File: config.mk
export PLATFORM = sky130hd
export DESIGN_NAME = psm_phase_status_regs
export DESIGN_NICKNAME = d
export VERILOG_FILES = /design/src/common/psm_pkg.sv /design/src/hdl/psm_phase_status_regs.sv
export SDC_FILE = /design/constraint.sdc
export NUM_CORES = 1
export LEC_CHECK = 0
export BUFFER_PORTS_ARGS = -buffer_cell sky130_fd_sc_hd__buf_2
export CAP_MARGIN = 20
export CORE_MARGIN = 2
export CORE_UTILIZATION = 55
export CTS_BUF_LIST = sky130_fd_sc_hd__clkbuf_4 sky130_fd_sc_hd__clkbuf_8
export DETAILED_ROUTE_END_ITERATION = 8
export HOLD_SLACK_MARGIN = 0.02
export PLACE_DENSITY = 0.82
export SETUP_SLACK_MARGIN = 0.5
export SLEW_MARGIN = 20
export SYNTH_ARGS = -nofsm -noshare
export SYNTH_HDL_FRONTEND = slang
export SYNTH_SLANG_ARGS = --single-unit
export TNS_END_PERCENT = 10
File: constraint.sdc
create_clock -name i_core_clk -period 14.96 [get_ports i_core_clk]
set_clock_uncertainty 0.15 [all_clocks]
set_input_delay 2.992 -clock i_core_clk [delete_from_list [all_inputs] [get_ports i_core_clk]]
set_output_delay 2.992 -clock i_core_clk [all_outputs]
set_load 0.01 [all_outputs]
File: src/common/psm_pkg.sv
package psm_pkg;
	localparam int NUM_PHASES = 3;

	// register indices as printed; the register port works in these units
	localparam logic [11:0] OFS_LINE_FREQ = 12'h062;
	localparam logic [11:0] OFS_A_FLAGS   = 12'h144;
	localparam logic [11:0] OFS_A_ENABLES = 12'h145;
	localparam logic [11:0] OFS_A_WRAP    = 12'h146;
	localparam logic [11:0] OFS_A_PF      = 12'h1C6;
	localparam logic [11:0] OFS_PHASE_A_RMS_VOLTAGE    = 12'h1C8;
	localparam logic [11:0] OFS_B_FLAGS   = 12'h230;
	localparam logic [11:0] OFS_B_ENABLES = 12'h231;
	localparam logic [11:0] OFS_B_WRAP    = 12'h232;
	localparam logic [11:0] OFS_B_PF      = 12'h2B2;
	localparam logic [11:0] OFS_PHASE_B_RMS_VOLTAGE    = 12'h2B4;
	localparam logic [11:0] OFS_C_FLAGS   = 12'h31C;
	localparam logic [11:0] OFS_C_ENABLES = 12'h31D;
	localparam logic [11:0] OFS_C_WRAP    = 12'h31E;
	localparam logic [11:0] OFS_C_PF      = 12'h39E;
	localparam logic [11:0] OFS_PHASE_C_RMS_VOLTAGE    = 12'h3A0;

	// event flag / enable bit positions
	localparam int BIT_HIGH_CURRENT  = 0;
	localparam int BIT_HIGH_VOLTAGE  = 1;
	localparam int BIT_LOW_VOLTAGE   = 2;
	localparam int BIT_MISSING_CROSS = 3;
	localparam int BIT_REVERSAL      = 4;
	localparam int BIT_DIRECTION     = 6;
	// energy wrap bit positions
	localparam int BIT_POS_WRAP      = 0;
	localparam int BIT_NEG_WRAP      = 1;
	localparam int BIT_APP_WRAP      = 4;

	localparam logic [7:0] FLAGS_MASK   = 8'h1F;
	localparam logic [7:0] ENABLES_MASK = 8'h1F;
	localparam logic [7:0] WRAP_MASK    = 8'h13;
	localparam logic [7:0] RESET_BYTE   = 8'h00;
	localparam logic [15:0] RESET_PF    = 16'h0000;

	typedef struct packed {
		logic        wr;
		logic        rd;
		logic [11:0] addr;
		logic [31:0] wdata;
	} psm_req_t;

	// one dsp-cycle result for a phase
	typedef struct packed {
		logic        valid;
		logic [31:0] rms_voltage;
		logic [31:0] rms_current;
		logic signed [15:0] power_factor;
		logic        negative_power;
		logic        crossing_seen;
		logic        pos_wrap;
		logic        neg_wrap;
		logic        app_wrap;
	} psm_meas_t;

	typedef struct packed {
		logic [15:0] high_current_limit;
		logic [15:0] high_voltage_limit;
		logic [15:0] low_voltage_limit;
		logic [15:0] crossing_timeout_count;
	} psm_limits_t;
endpackage : psm_pkg

File: src/hdl/psm_phase_status_regs.sv
// Behaviour
// - event flags stay set until host clears
// - direction change sets reversal flag bit 4
// - no crossing within timeout sets bit 3
// - rms voltage below low limit sets bit 2
// - rms voltage above high limit sets bit 1
// - rms current above limit sets bit 0
// - enabled reversal sets global reversal event
// - enabled missing crossing sets global crossing event
// - enabled low voltage sets global event
// - enabled high voltage sets global event
// - enabled high current sets global event
// - enable bit 6 shows energy direction
// - apparent accumulator overflow sets wrap bit 4
// - negative wrap bit 1, positive bit 0
// - wrap bits sticky, overflow not an error
// - line frequency 16 bit, lsb 0.001 Hz
// - power factor signed, scaled 2^-14
// - raw rms voltage 32 bit per dsp cycle
// - current compared once per dsp cycle
// - low voltage compared per dsp cycle
// - enabled global event drives interrupt request
// - positive accumulation wrap sets positive wrap
module psm_phase_status_regs
	import psm_pkg::*;
#(
	parameter int TIMEOUT_W = 16
) (
	input  wire logic                    i_core_clk,
	input  wire logic                    i_rst,
	input  wire logic                    i_ce,
	input  wire psm_pkg::psm_req_t       i_req,
	input  wire psm_pkg::psm_limits_t    i_limits,
	input  wire logic                    i_sample_tick,
	input  wire logic [15:0]             i_line_frequency_value,
	input  wire psm_pkg::psm_meas_t      i_meas_a,
	input  wire psm_pkg::psm_meas_t      i_meas_b,
	input  wire psm_pkg::psm_meas_t      i_meas_c,
	output logic [31:0]                  o_rdata,
	output logic                         o_rvalid,
	output logic [4:0]                   o_global_event_set
);
	import psm_pkg::*;

	// clear-on-write-one; a one in wdata clears that flag
	function automatic logic [7:0] sticky(input logic [7:0] cur,
			input logic [7:0] set, input logic [7:0] clr, input logic [7:0] msk);
		sticky = ((cur & ~clr) | set) & msk;
	endfunction : sticky

	function automatic int phase_of(input logic [11:0] a, input logic [11:0] base_a,
			input logic [11:0] base_b, input logic [11:0] base_c);
		if (a == base_a) phase_of = 0;
		else if (a == base_b) phase_of = 1;
		else if (a == base_c) phase_of = 2;
		else phase_of = -1;
	endfunction : phase_of

	psm_meas_t meas [NUM_PHASES];
	assign meas[0] = i_meas_a;
	assign meas[1] = i_meas_b;
	assign meas[2] = i_meas_c;

	logic [7:0]     flags [NUM_PHASES];
	logic [7:0]     next_flags [NUM_PHASES];
	logic [7:0]     enables [NUM_PHASES];
	logic [7:0]     next_enables [NUM_PHASES];
	logic [7:0]     wrap [NUM_PHASES];
	logic [7:0]     next_wrap [NUM_PHASES];
	logic           direction [NUM_PHASES];
	logic           next_direction [NUM_PHASES];
	logic           dir_known [NUM_PHASES];
	logic           next_dir_known [NUM_PHASES];
	logic [15:0]    pf [NUM_PHASES];
	logic [15:0]    next_pf [NUM_PHASES];
	logic [31:0]    vrms [NUM_PHASES];
	logic [31:0]    next_vrms [NUM_PHASES];
	logic [TIMEOUT_W-1:0] zx_count [NUM_PHASES];
	logic [TIMEOUT_W-1:0] next_zx_count [NUM_PHASES];
	logic [7:0]     evt [NUM_PHASES];
	logic [15:0]    line_freq;
	logic [15:0]    next_line_freq;
	logic [31:0]    next_rdata;
	logic           next_rvalid;
	logic [4:0]     next_global;

	genvar g;
	generate
		for (g = 0; g < NUM_PHASES; g++) begin : g_phase
			logic [TIMEOUT_W-1:0] limit_cnt;
			assign limit_cnt = TIMEOUT_W'(i_limits.crossing_timeout_count);

			always_comb begin
				evt[g] = 8'h00;
				next_zx_count[g] = zx_count[g];
				next_direction[g] = direction[g];
				next_dir_known[g] = dir_known[g];
				next_pf[g] = pf[g];
				next_vrms[g] = vrms[g];
				// zero-crossing watchdog counts adc sample periods
				if (meas[g].valid && meas[g].crossing_seen) begin
					next_zx_count[g] = '0;
				end else if (i_sample_tick) begin
					// the tick that completes the timeout window raises the flag
					if (limit_cnt != '0 && zx_count[g] >= limit_cnt - 1'b1) begin
						evt[g][BIT_MISSING_CROSS] = 1'b1;
						next_zx_count[g] = '0;
					end else begin
						next_zx_count[g] = zx_count[g] + 1'b1;
					end
				end
				// threshold checks happen only on a dsp-cycle result
				if (meas[g].valid) begin
					next_vrms[g] = meas[g].rms_voltage;
					next_pf[g] = meas[g].power_factor;
					// compare against bits 23:8, full scale 0x10000
					if (meas[g].rms_current[23:8] > i_limits.high_current_limit) begin
						evt[g][BIT_HIGH_CURRENT] = 1'b1;
					end
					if (meas[g].rms_voltage[23:8] > i_limits.high_voltage_limit) begin
						evt[g][BIT_HIGH_VOLTAGE] = 1'b1;
					end
					if (meas[g].rms_voltage[23:8] < i_limits.low_voltage_limit) begin
						evt[g][BIT_LOW_VOLTAGE] = 1'b1;
					end
					// first result only learns direction, no false reversal
					if (dir_known[g] && meas[g].negative_power != direction[g]) begin
						evt[g][BIT_REVERSAL] = 1'b1;
					end
					next_direction[g] = meas[g].negative_power;
					next_dir_known[g] = 1'b1;
				end
			end
		end
	endgenerate

	always_comb begin
		int p;
		logic [7:0] clr;
		logic [7:0] wset;
		p = 0;
		clr = 8'h00;
		wset = 8'h00;
		next_global = 5'h00;
		next_line_freq = i_line_frequency_value;
		for (int k = 0; k < NUM_PHASES; k++) begin
			next_flags[k] = sticky(flags[k], evt[k], 8'h00, FLAGS_MASK);
			next_enables[k] = enables[k];
			wset = 8'h00;
			if (meas[k].valid) begin
				wset[BIT_POS_WRAP] = meas[k].pos_wrap;
				wset[BIT_NEG_WRAP] = meas[k].neg_wrap;
				wset[BIT_APP_WRAP] = meas[k].app_wrap;
			end
			// wrap is informational only; host adds 2^32
			next_wrap[k] = sticky(wrap[k], wset, 8'h00, WRAP_MASK);
			// enabled events feed the global flag register as pulses
			next_global = next_global | (evt[k][4:0] & enables[k][4:0]);
		end
		if (i_req.wr) begin
			clr = i_req.wdata[7:0];
			p = phase_of(i_req.addr, OFS_A_FLAGS, OFS_B_FLAGS, OFS_C_FLAGS);
			if (p >= 0) next_flags[p] = sticky(flags[p], evt[p], clr, FLAGS_MASK);
			p = phase_of(i_req.addr, OFS_A_WRAP, OFS_B_WRAP, OFS_C_WRAP);
			if (p >= 0) next_wrap[p] = ((wrap[p] & ~clr) | (next_wrap[p] & ~wrap[p]))
				& WRAP_MASK;
			p = phase_of(i_req.addr, OFS_A_ENABLES, OFS_B_ENABLES, OFS_C_ENABLES);
			if (p >= 0) next_enables[p] = clr & ENABLES_MASK;
		end
		next_rvalid = i_req.rd;
		next_rdata = 32'h0000_0000;
		if (i_req.rd) begin
			case (i_req.addr)
				OFS_LINE_FREQ: next_rdata = {16'h0000, line_freq};
				OFS_A_FLAGS:   next_rdata = {24'h000000, flags[0]};
				OFS_B_FLAGS:   next_rdata = {24'h000000, flags[1]};
				OFS_C_FLAGS:   next_rdata = {24'h000000, flags[2]};
				OFS_A_ENABLES: next_rdata = {24'h000000, enables[0] | {1'b0, direction[0], 6'h00}};
				OFS_B_ENABLES: next_rdata = {24'h000000, enables[1] | {1'b0, direction[1], 6'h00}};
				OFS_C_ENABLES: next_rdata = {24'h000000, enables[2] | {1'b0, direction[2], 6'h00}};
				OFS_A_WRAP:    next_rdata = {24'h000000, wrap[0]};
				OFS_B_WRAP:    next_rdata = {24'h000000, wrap[1]};
				OFS_C_WRAP:    next_rdata = {24'h000000, wrap[2]};
				OFS_A_PF:      next_rdata = {16'h0000, pf[0]};
				OFS_B_PF:      next_rdata = {16'h0000, pf[1]};
				OFS_C_PF:      next_rdata = {16'h0000, pf[2]};
				OFS_PHASE_A_RMS_VOLTAGE:    next_rdata = vrms[0];
				OFS_PHASE_B_RMS_VOLTAGE:    next_rdata = vrms[1];
				OFS_PHASE_C_RMS_VOLTAGE:    next_rdata = vrms[2];
				default:       next_rdata = 32'h0000_0000;
			endcase
		end
	end

	always_ff @(posedge i_core_clk or posedge i_rst) begin
		if (i_rst) begin
			for (int k = 0; k < NUM_PHASES; k++) begin
				flags[k] <= RESET_BYTE;
				enables[k] <= RESET_BYTE;
				wrap[k] <= RESET_BYTE;
				direction[k] <= 1'b0;
				dir_known[k] <= 1'b0;
				pf[k] <= RESET_PF;
				vrms[k] <= '0;
				zx_count[k] <= '0;
			end
			line_freq <= '0;
			o_rdata <= '0;
			o_rvalid <= 1'b0;
			o_global_event_set <= '0;
		end else if (i_ce) begin
			for (int k = 0; k < NUM_PHASES; k++) begin
				flags[k] <= next_flags[k];
				enables[k] <= next_enables[k];
				wrap[k] <= next_wrap[k];
				direction[k] <= next_direction[k];
				dir_known[k] <= next_dir_known[k];
				pf[k] <= next_pf[k];
				vrms[k] <= next_vrms[k];
				zx_count[k] <= next_zx_count[k];
			end
			line_freq <= next_line_freq;
			o_rdata <= next_rdata;
			o_rvalid <= next_rvalid;
			o_global_event_set <= next_global;
		end
	end
endmodule : psm_phase_status_regs

==> flow_metrics.env <==
export IMPL_status="complete, no violations"
export IMPL_cap_viol_max_count=0
export IMPL_p_leak_nw=10.3
export IMPL_pwr_share_clk_pct=37.9
export IMPL_syn_inst=1738
export IMPL_synth_seq_cells=291
export IMPL_grt_pass1_wl_um=84500
export IMPL_finalCriticalPeriod_ns=6.51
export IMPL_max_freq_mhz=154
export IMPL_endpoint_kind="flop"
export IMPL_hold_depth=1
export IMPL_place_hpwl_um=40800
export IMPL_synth_edf_count=0
export IMPL_cts_hold_buf=0
export IMPL_rsz0062_at_grt="false"
export IMPL_crit_arrival_ns=6.83
export IMPL_hold_viol_final=0
export IMPL_cp_depth=15
export IMPL_grt_util_all_layers_pct=32.1
export IMPL_drive_gt1_share_pct=30.7
export IMPL_p_sw_mw=0.544
export IMPL_worstSetupStartpointType="primary input"
export IMPL_path_cells="buf_2 -> inv_1 -> ha_1 -> nand2_1 -> or3_1 -> xor2_1 -> ha_1 -> nand4_1 -> nor2_1 -> a221oi_1 -> maj3_2 -> or3_1 -> a31oi_4 -> nor3_1 -> a211o_1"
export IMPL_die_area_um2=34100
export IMPL_clk_latency_ns=0.58
export IMPL_grt_pass1_vias=16000
export IMPL_synth_top_cell_area_share_pct=40.5
export IMPL_grt_max_degree=135
export IMPL_vias=15800
export IMPL_worst_slew_pin_transition_ns=0.956
export IMPL_synthFlopType="dfrtp_1"
export IMPL_overflow=0
export IMPL_synth_top_family_by_area="compound AO/OA/AOI/OAI gates"
export IMPL_cts_sinks=291
export IMPL_fill_cells=2629
export IMPL_fp_coreArea_um2=32400
export IMPL_netlist_area_um2=18000
export IMPL_max_slew_margin_pct=36.3
export IMPL_muxShareOfSynthArea_pct=11.1
export IMPL_dp_slack_ns=7.93
export IMPL_tritoncts="done"
export IMPL_htree_levels=2
export IMPL_cp_max_fo=28
export IMPL_synth_nets=2314
export IMPL_worst_slack_ns=8.45
export IMPL_synth_top_area_cell="dfrtp_1"
export IMPL_ys_types=82
export IMPL_max_stage_delay_ns=0.59
export IMPL_start_util_pct=55.5
export IMPL_cts_setup_buffers=0
export IMPL_ys_warn_count=0
export IMPL_path_clk_slew_ns=0.06
export IMPL_layout_nets=2665
export IMPL_slew_violations=0
export IMPL_drtPass1Iterations=6
export IMPL_setup_viol=0
export IMPL_row_count=66
export IMPL_pwr_density_cell_nw_per_um2=93.4
export IMPL_synth_compound_area_share_pct=17.3
export IMPL_synthTopCellsByArea="dfrtp_1, ha_1, mux2_2, a21oi_1, a22oi_1"
export IMPL_ant_nets=0
export IMPL_critPathTopFamily="simple AND/OR/NAND/NOR gates"
export IMPL_critical_path_class="in -> reg"
export IMPL_numCtsBuffers=48
export IMPL_finalCritPeriodShare_pct=43.5
export IMPL_ir_drop_mv=0.0838
export IMPL_switching_share_pct=27.5
export IMPL_cp_required_ns=15.28
export IMPL_die_width_um=185
export IMPL_post_cts_resized=0
export IMPL_ios=426
export IMPL_hold_class="reg -> reg"
export IMPL_wl_per_cell_um=21.3
export IMPL_gp_congestion=0.947
export IMPL_portBuffers=350
export IMPL_ys_async_sr_fraction_pct=100
export IMPL_synth_adder_area_share_pct=13.3
export IMPL_yosys_area_share_simple_pct=12.4
export IMPL_drc=0
export IMPL_path_buf_inv=2
export IMPL_root_buffer="clkbuf_8"
export IMPL_tns_ns=0
export IMPL_comb_power_share_pct=16.1
export IMPL_synth_xor_area_share_pct=1.42
export IMPL_routed_wl_um=54900
export IMPL_avgSynthCellArea_um2=10.3
export IMPL_cts_max_path_buffers=3
export IMPL_worst_path_max_delay_cell="a31oi_4"
export IMPL_syn_to_final_growth_pct=17.9
export IMPL_drtIter0Drc=1211
export IMPL_vias_per_cell=6.13
export IMPL_reg2regPathDepth=9
export IMPL_antenna_found_initial=19
export IMPL_p_int_mw=1.43
export IMPL_seq_power_share_pct=45.9
export IMPL_die_h_um=185
export IMPL_seq_area_frac_synth_pct=40.5
-- cells in the mapped netlist, types with 6 or more instances --
cell type,instances
nor2b_1,16
nand3_1,39
and4_1,7
and2_1,8
and3_1,37
a222oi_1,11
nor2_1,60
nand4_1,34
o21a_1,10
dfrtp_1,291
buf_1,17
clkbuf_1,33
a221oi_1,10
xnor2_1,13
a21o_1,38
ha_1,188
a22o_1,18
nor3_1,27
o211ai_1,6
nor3b_1,12
o21ai_0,62
buf_6,7
a21oi_1,116
a31oi_1,41
xor2_1,9
a211oi_1,10
nand2_1,101
nor4_1,9
a211o_1,7
a22oi_1,57
o22ai_1,33
nand2b_1,35
inv_1,114
mux2_2,175
-- registers in the layout, summed over array words and instances, names as in the netlist, 5 cells and up --
signal	count
vrms	96
pf	48
zx_count	48
o_rdata	32
line_freq	16
enables	15
flags	15
wrap	9
o_global_event_set	5
-- stage by stage --
stage | util (%) | hold WS (ns) | instance area [um2] | std cells | total power [mW]
detailed placement | 62.1 | 0.294 | 20100 | 2481 | 1.24
finish | 65.4 | 0.310 | 21200 | 2578 | 1.98
global route | 65.4 | 0.322 | 21200 | 2575 | 2.07
floorplan | - | 0.275 | 18000 | 1738 | 1.11
CTS | 65.3 | 0.313 | 21200 | 2567 | 1.99
global placement | 62.1 | 0.290 | 20100 | 2481 | 1.21
-- cell families after synthesis --
| group | Yosys count |
|---|---|
| AOI/OAI and AO/OA | 463 |
| xor gates and xnor gates | 25 |
| adders and majority gates | 191 |
| buffers and inverters | 176 |
| DFF | 291 |
| muxes | 177 |
| and+or+nand+nor | 415 |
-- per-layer routing --
layer	vias up	track usage [%]	wire length, um
met5	-	0	57
met4	10	15.8	2660
met3	179	7.53	4970
met2	758	52.2	25400
met1	7637	40.1	21800
li1	7229	-	-
-- power by group through the flow --
stage | clock (mW) | sequential (mW) | combinational [mW]
final | 0.750 | 0.909 | 0.319
after global routing | 0.796 | 0.915 | 0.354
after CTS | 0.760 | 0.907 | 0.318
after detailed placement | 0 | 0.920 | 0.316
after global placement | 0 | 0.915 | 0.300
after floorplan | 0 | 0.906 | 0.204
-- cells in the final DEF, fill, tap and decap left out, types with 10 or more instances in the layout --
cell type and count:
buf_4 13, nor3b_1 11, inv_1 113, dfrtp_1 291, clkbuf_8 61, a31oi_1 41, and3_1 37, nand2b_1 35
o21a_1 10, nor2b_1 16, nand3_1 39, nand4_1 34, nor3_1 25, nand2_1 98, a22oi_1 57, a21oi_1 116
nor2_1 59, ha_1 188, o21ai_0 62, clkbuf_4 15, a222oi_1 11, a21o_1 38, diode_2 11, a221oi_1 10
xnor2_1 13, a211oi_1 10, a22o_1 18, mux2_2 175, o22ai_1 33, buf_2 349
-- area by class of cell --
cell class	count	area, um2	share of cell area [%]
multi-input cells	1271	9990	47.2
flip-flops and latches	291	7280	34.4
repair buffers	363	1860	8.76
clock buffers	76	952	4.49
well taps	442	553	2.61
inverters	114	435	2.06
clock inverters	10	86.3	0.408
diodes	11	27.5	0.130
-- worst reg2reg max path, cell delays in order (launching register included) --
cell and delay [ns]:
dfrtp_1 0.43, ha_1 0.33, nand2_1 0.06, o21ai_0 0.20, a221oi_1 0.15, maj3_2 0.32, or3_1 0.41, a31oi_4 0.59
nor3_1 0.12, a211o_1 0.29
-- path summary, 6_finish.rpt --
kind / from / endpoint / slack (ns)
worst min register to register: dir_known[1] / dir_known[1] / 0.31
max in group asynchronous: i_rst / line_freq[10] / 10.65
worst max-delay path: i_limits[0] / zx_count[12] / 8.45
min in group asynchronous: i_rst / o_rdata[0] / 2.49
worst min-delay path: dir_known[1] / dir_known[1] / 0.31
worst max register to register: zx_count[2] / zx_count[12] / 11.80
(Power assumes the default switching activity.)
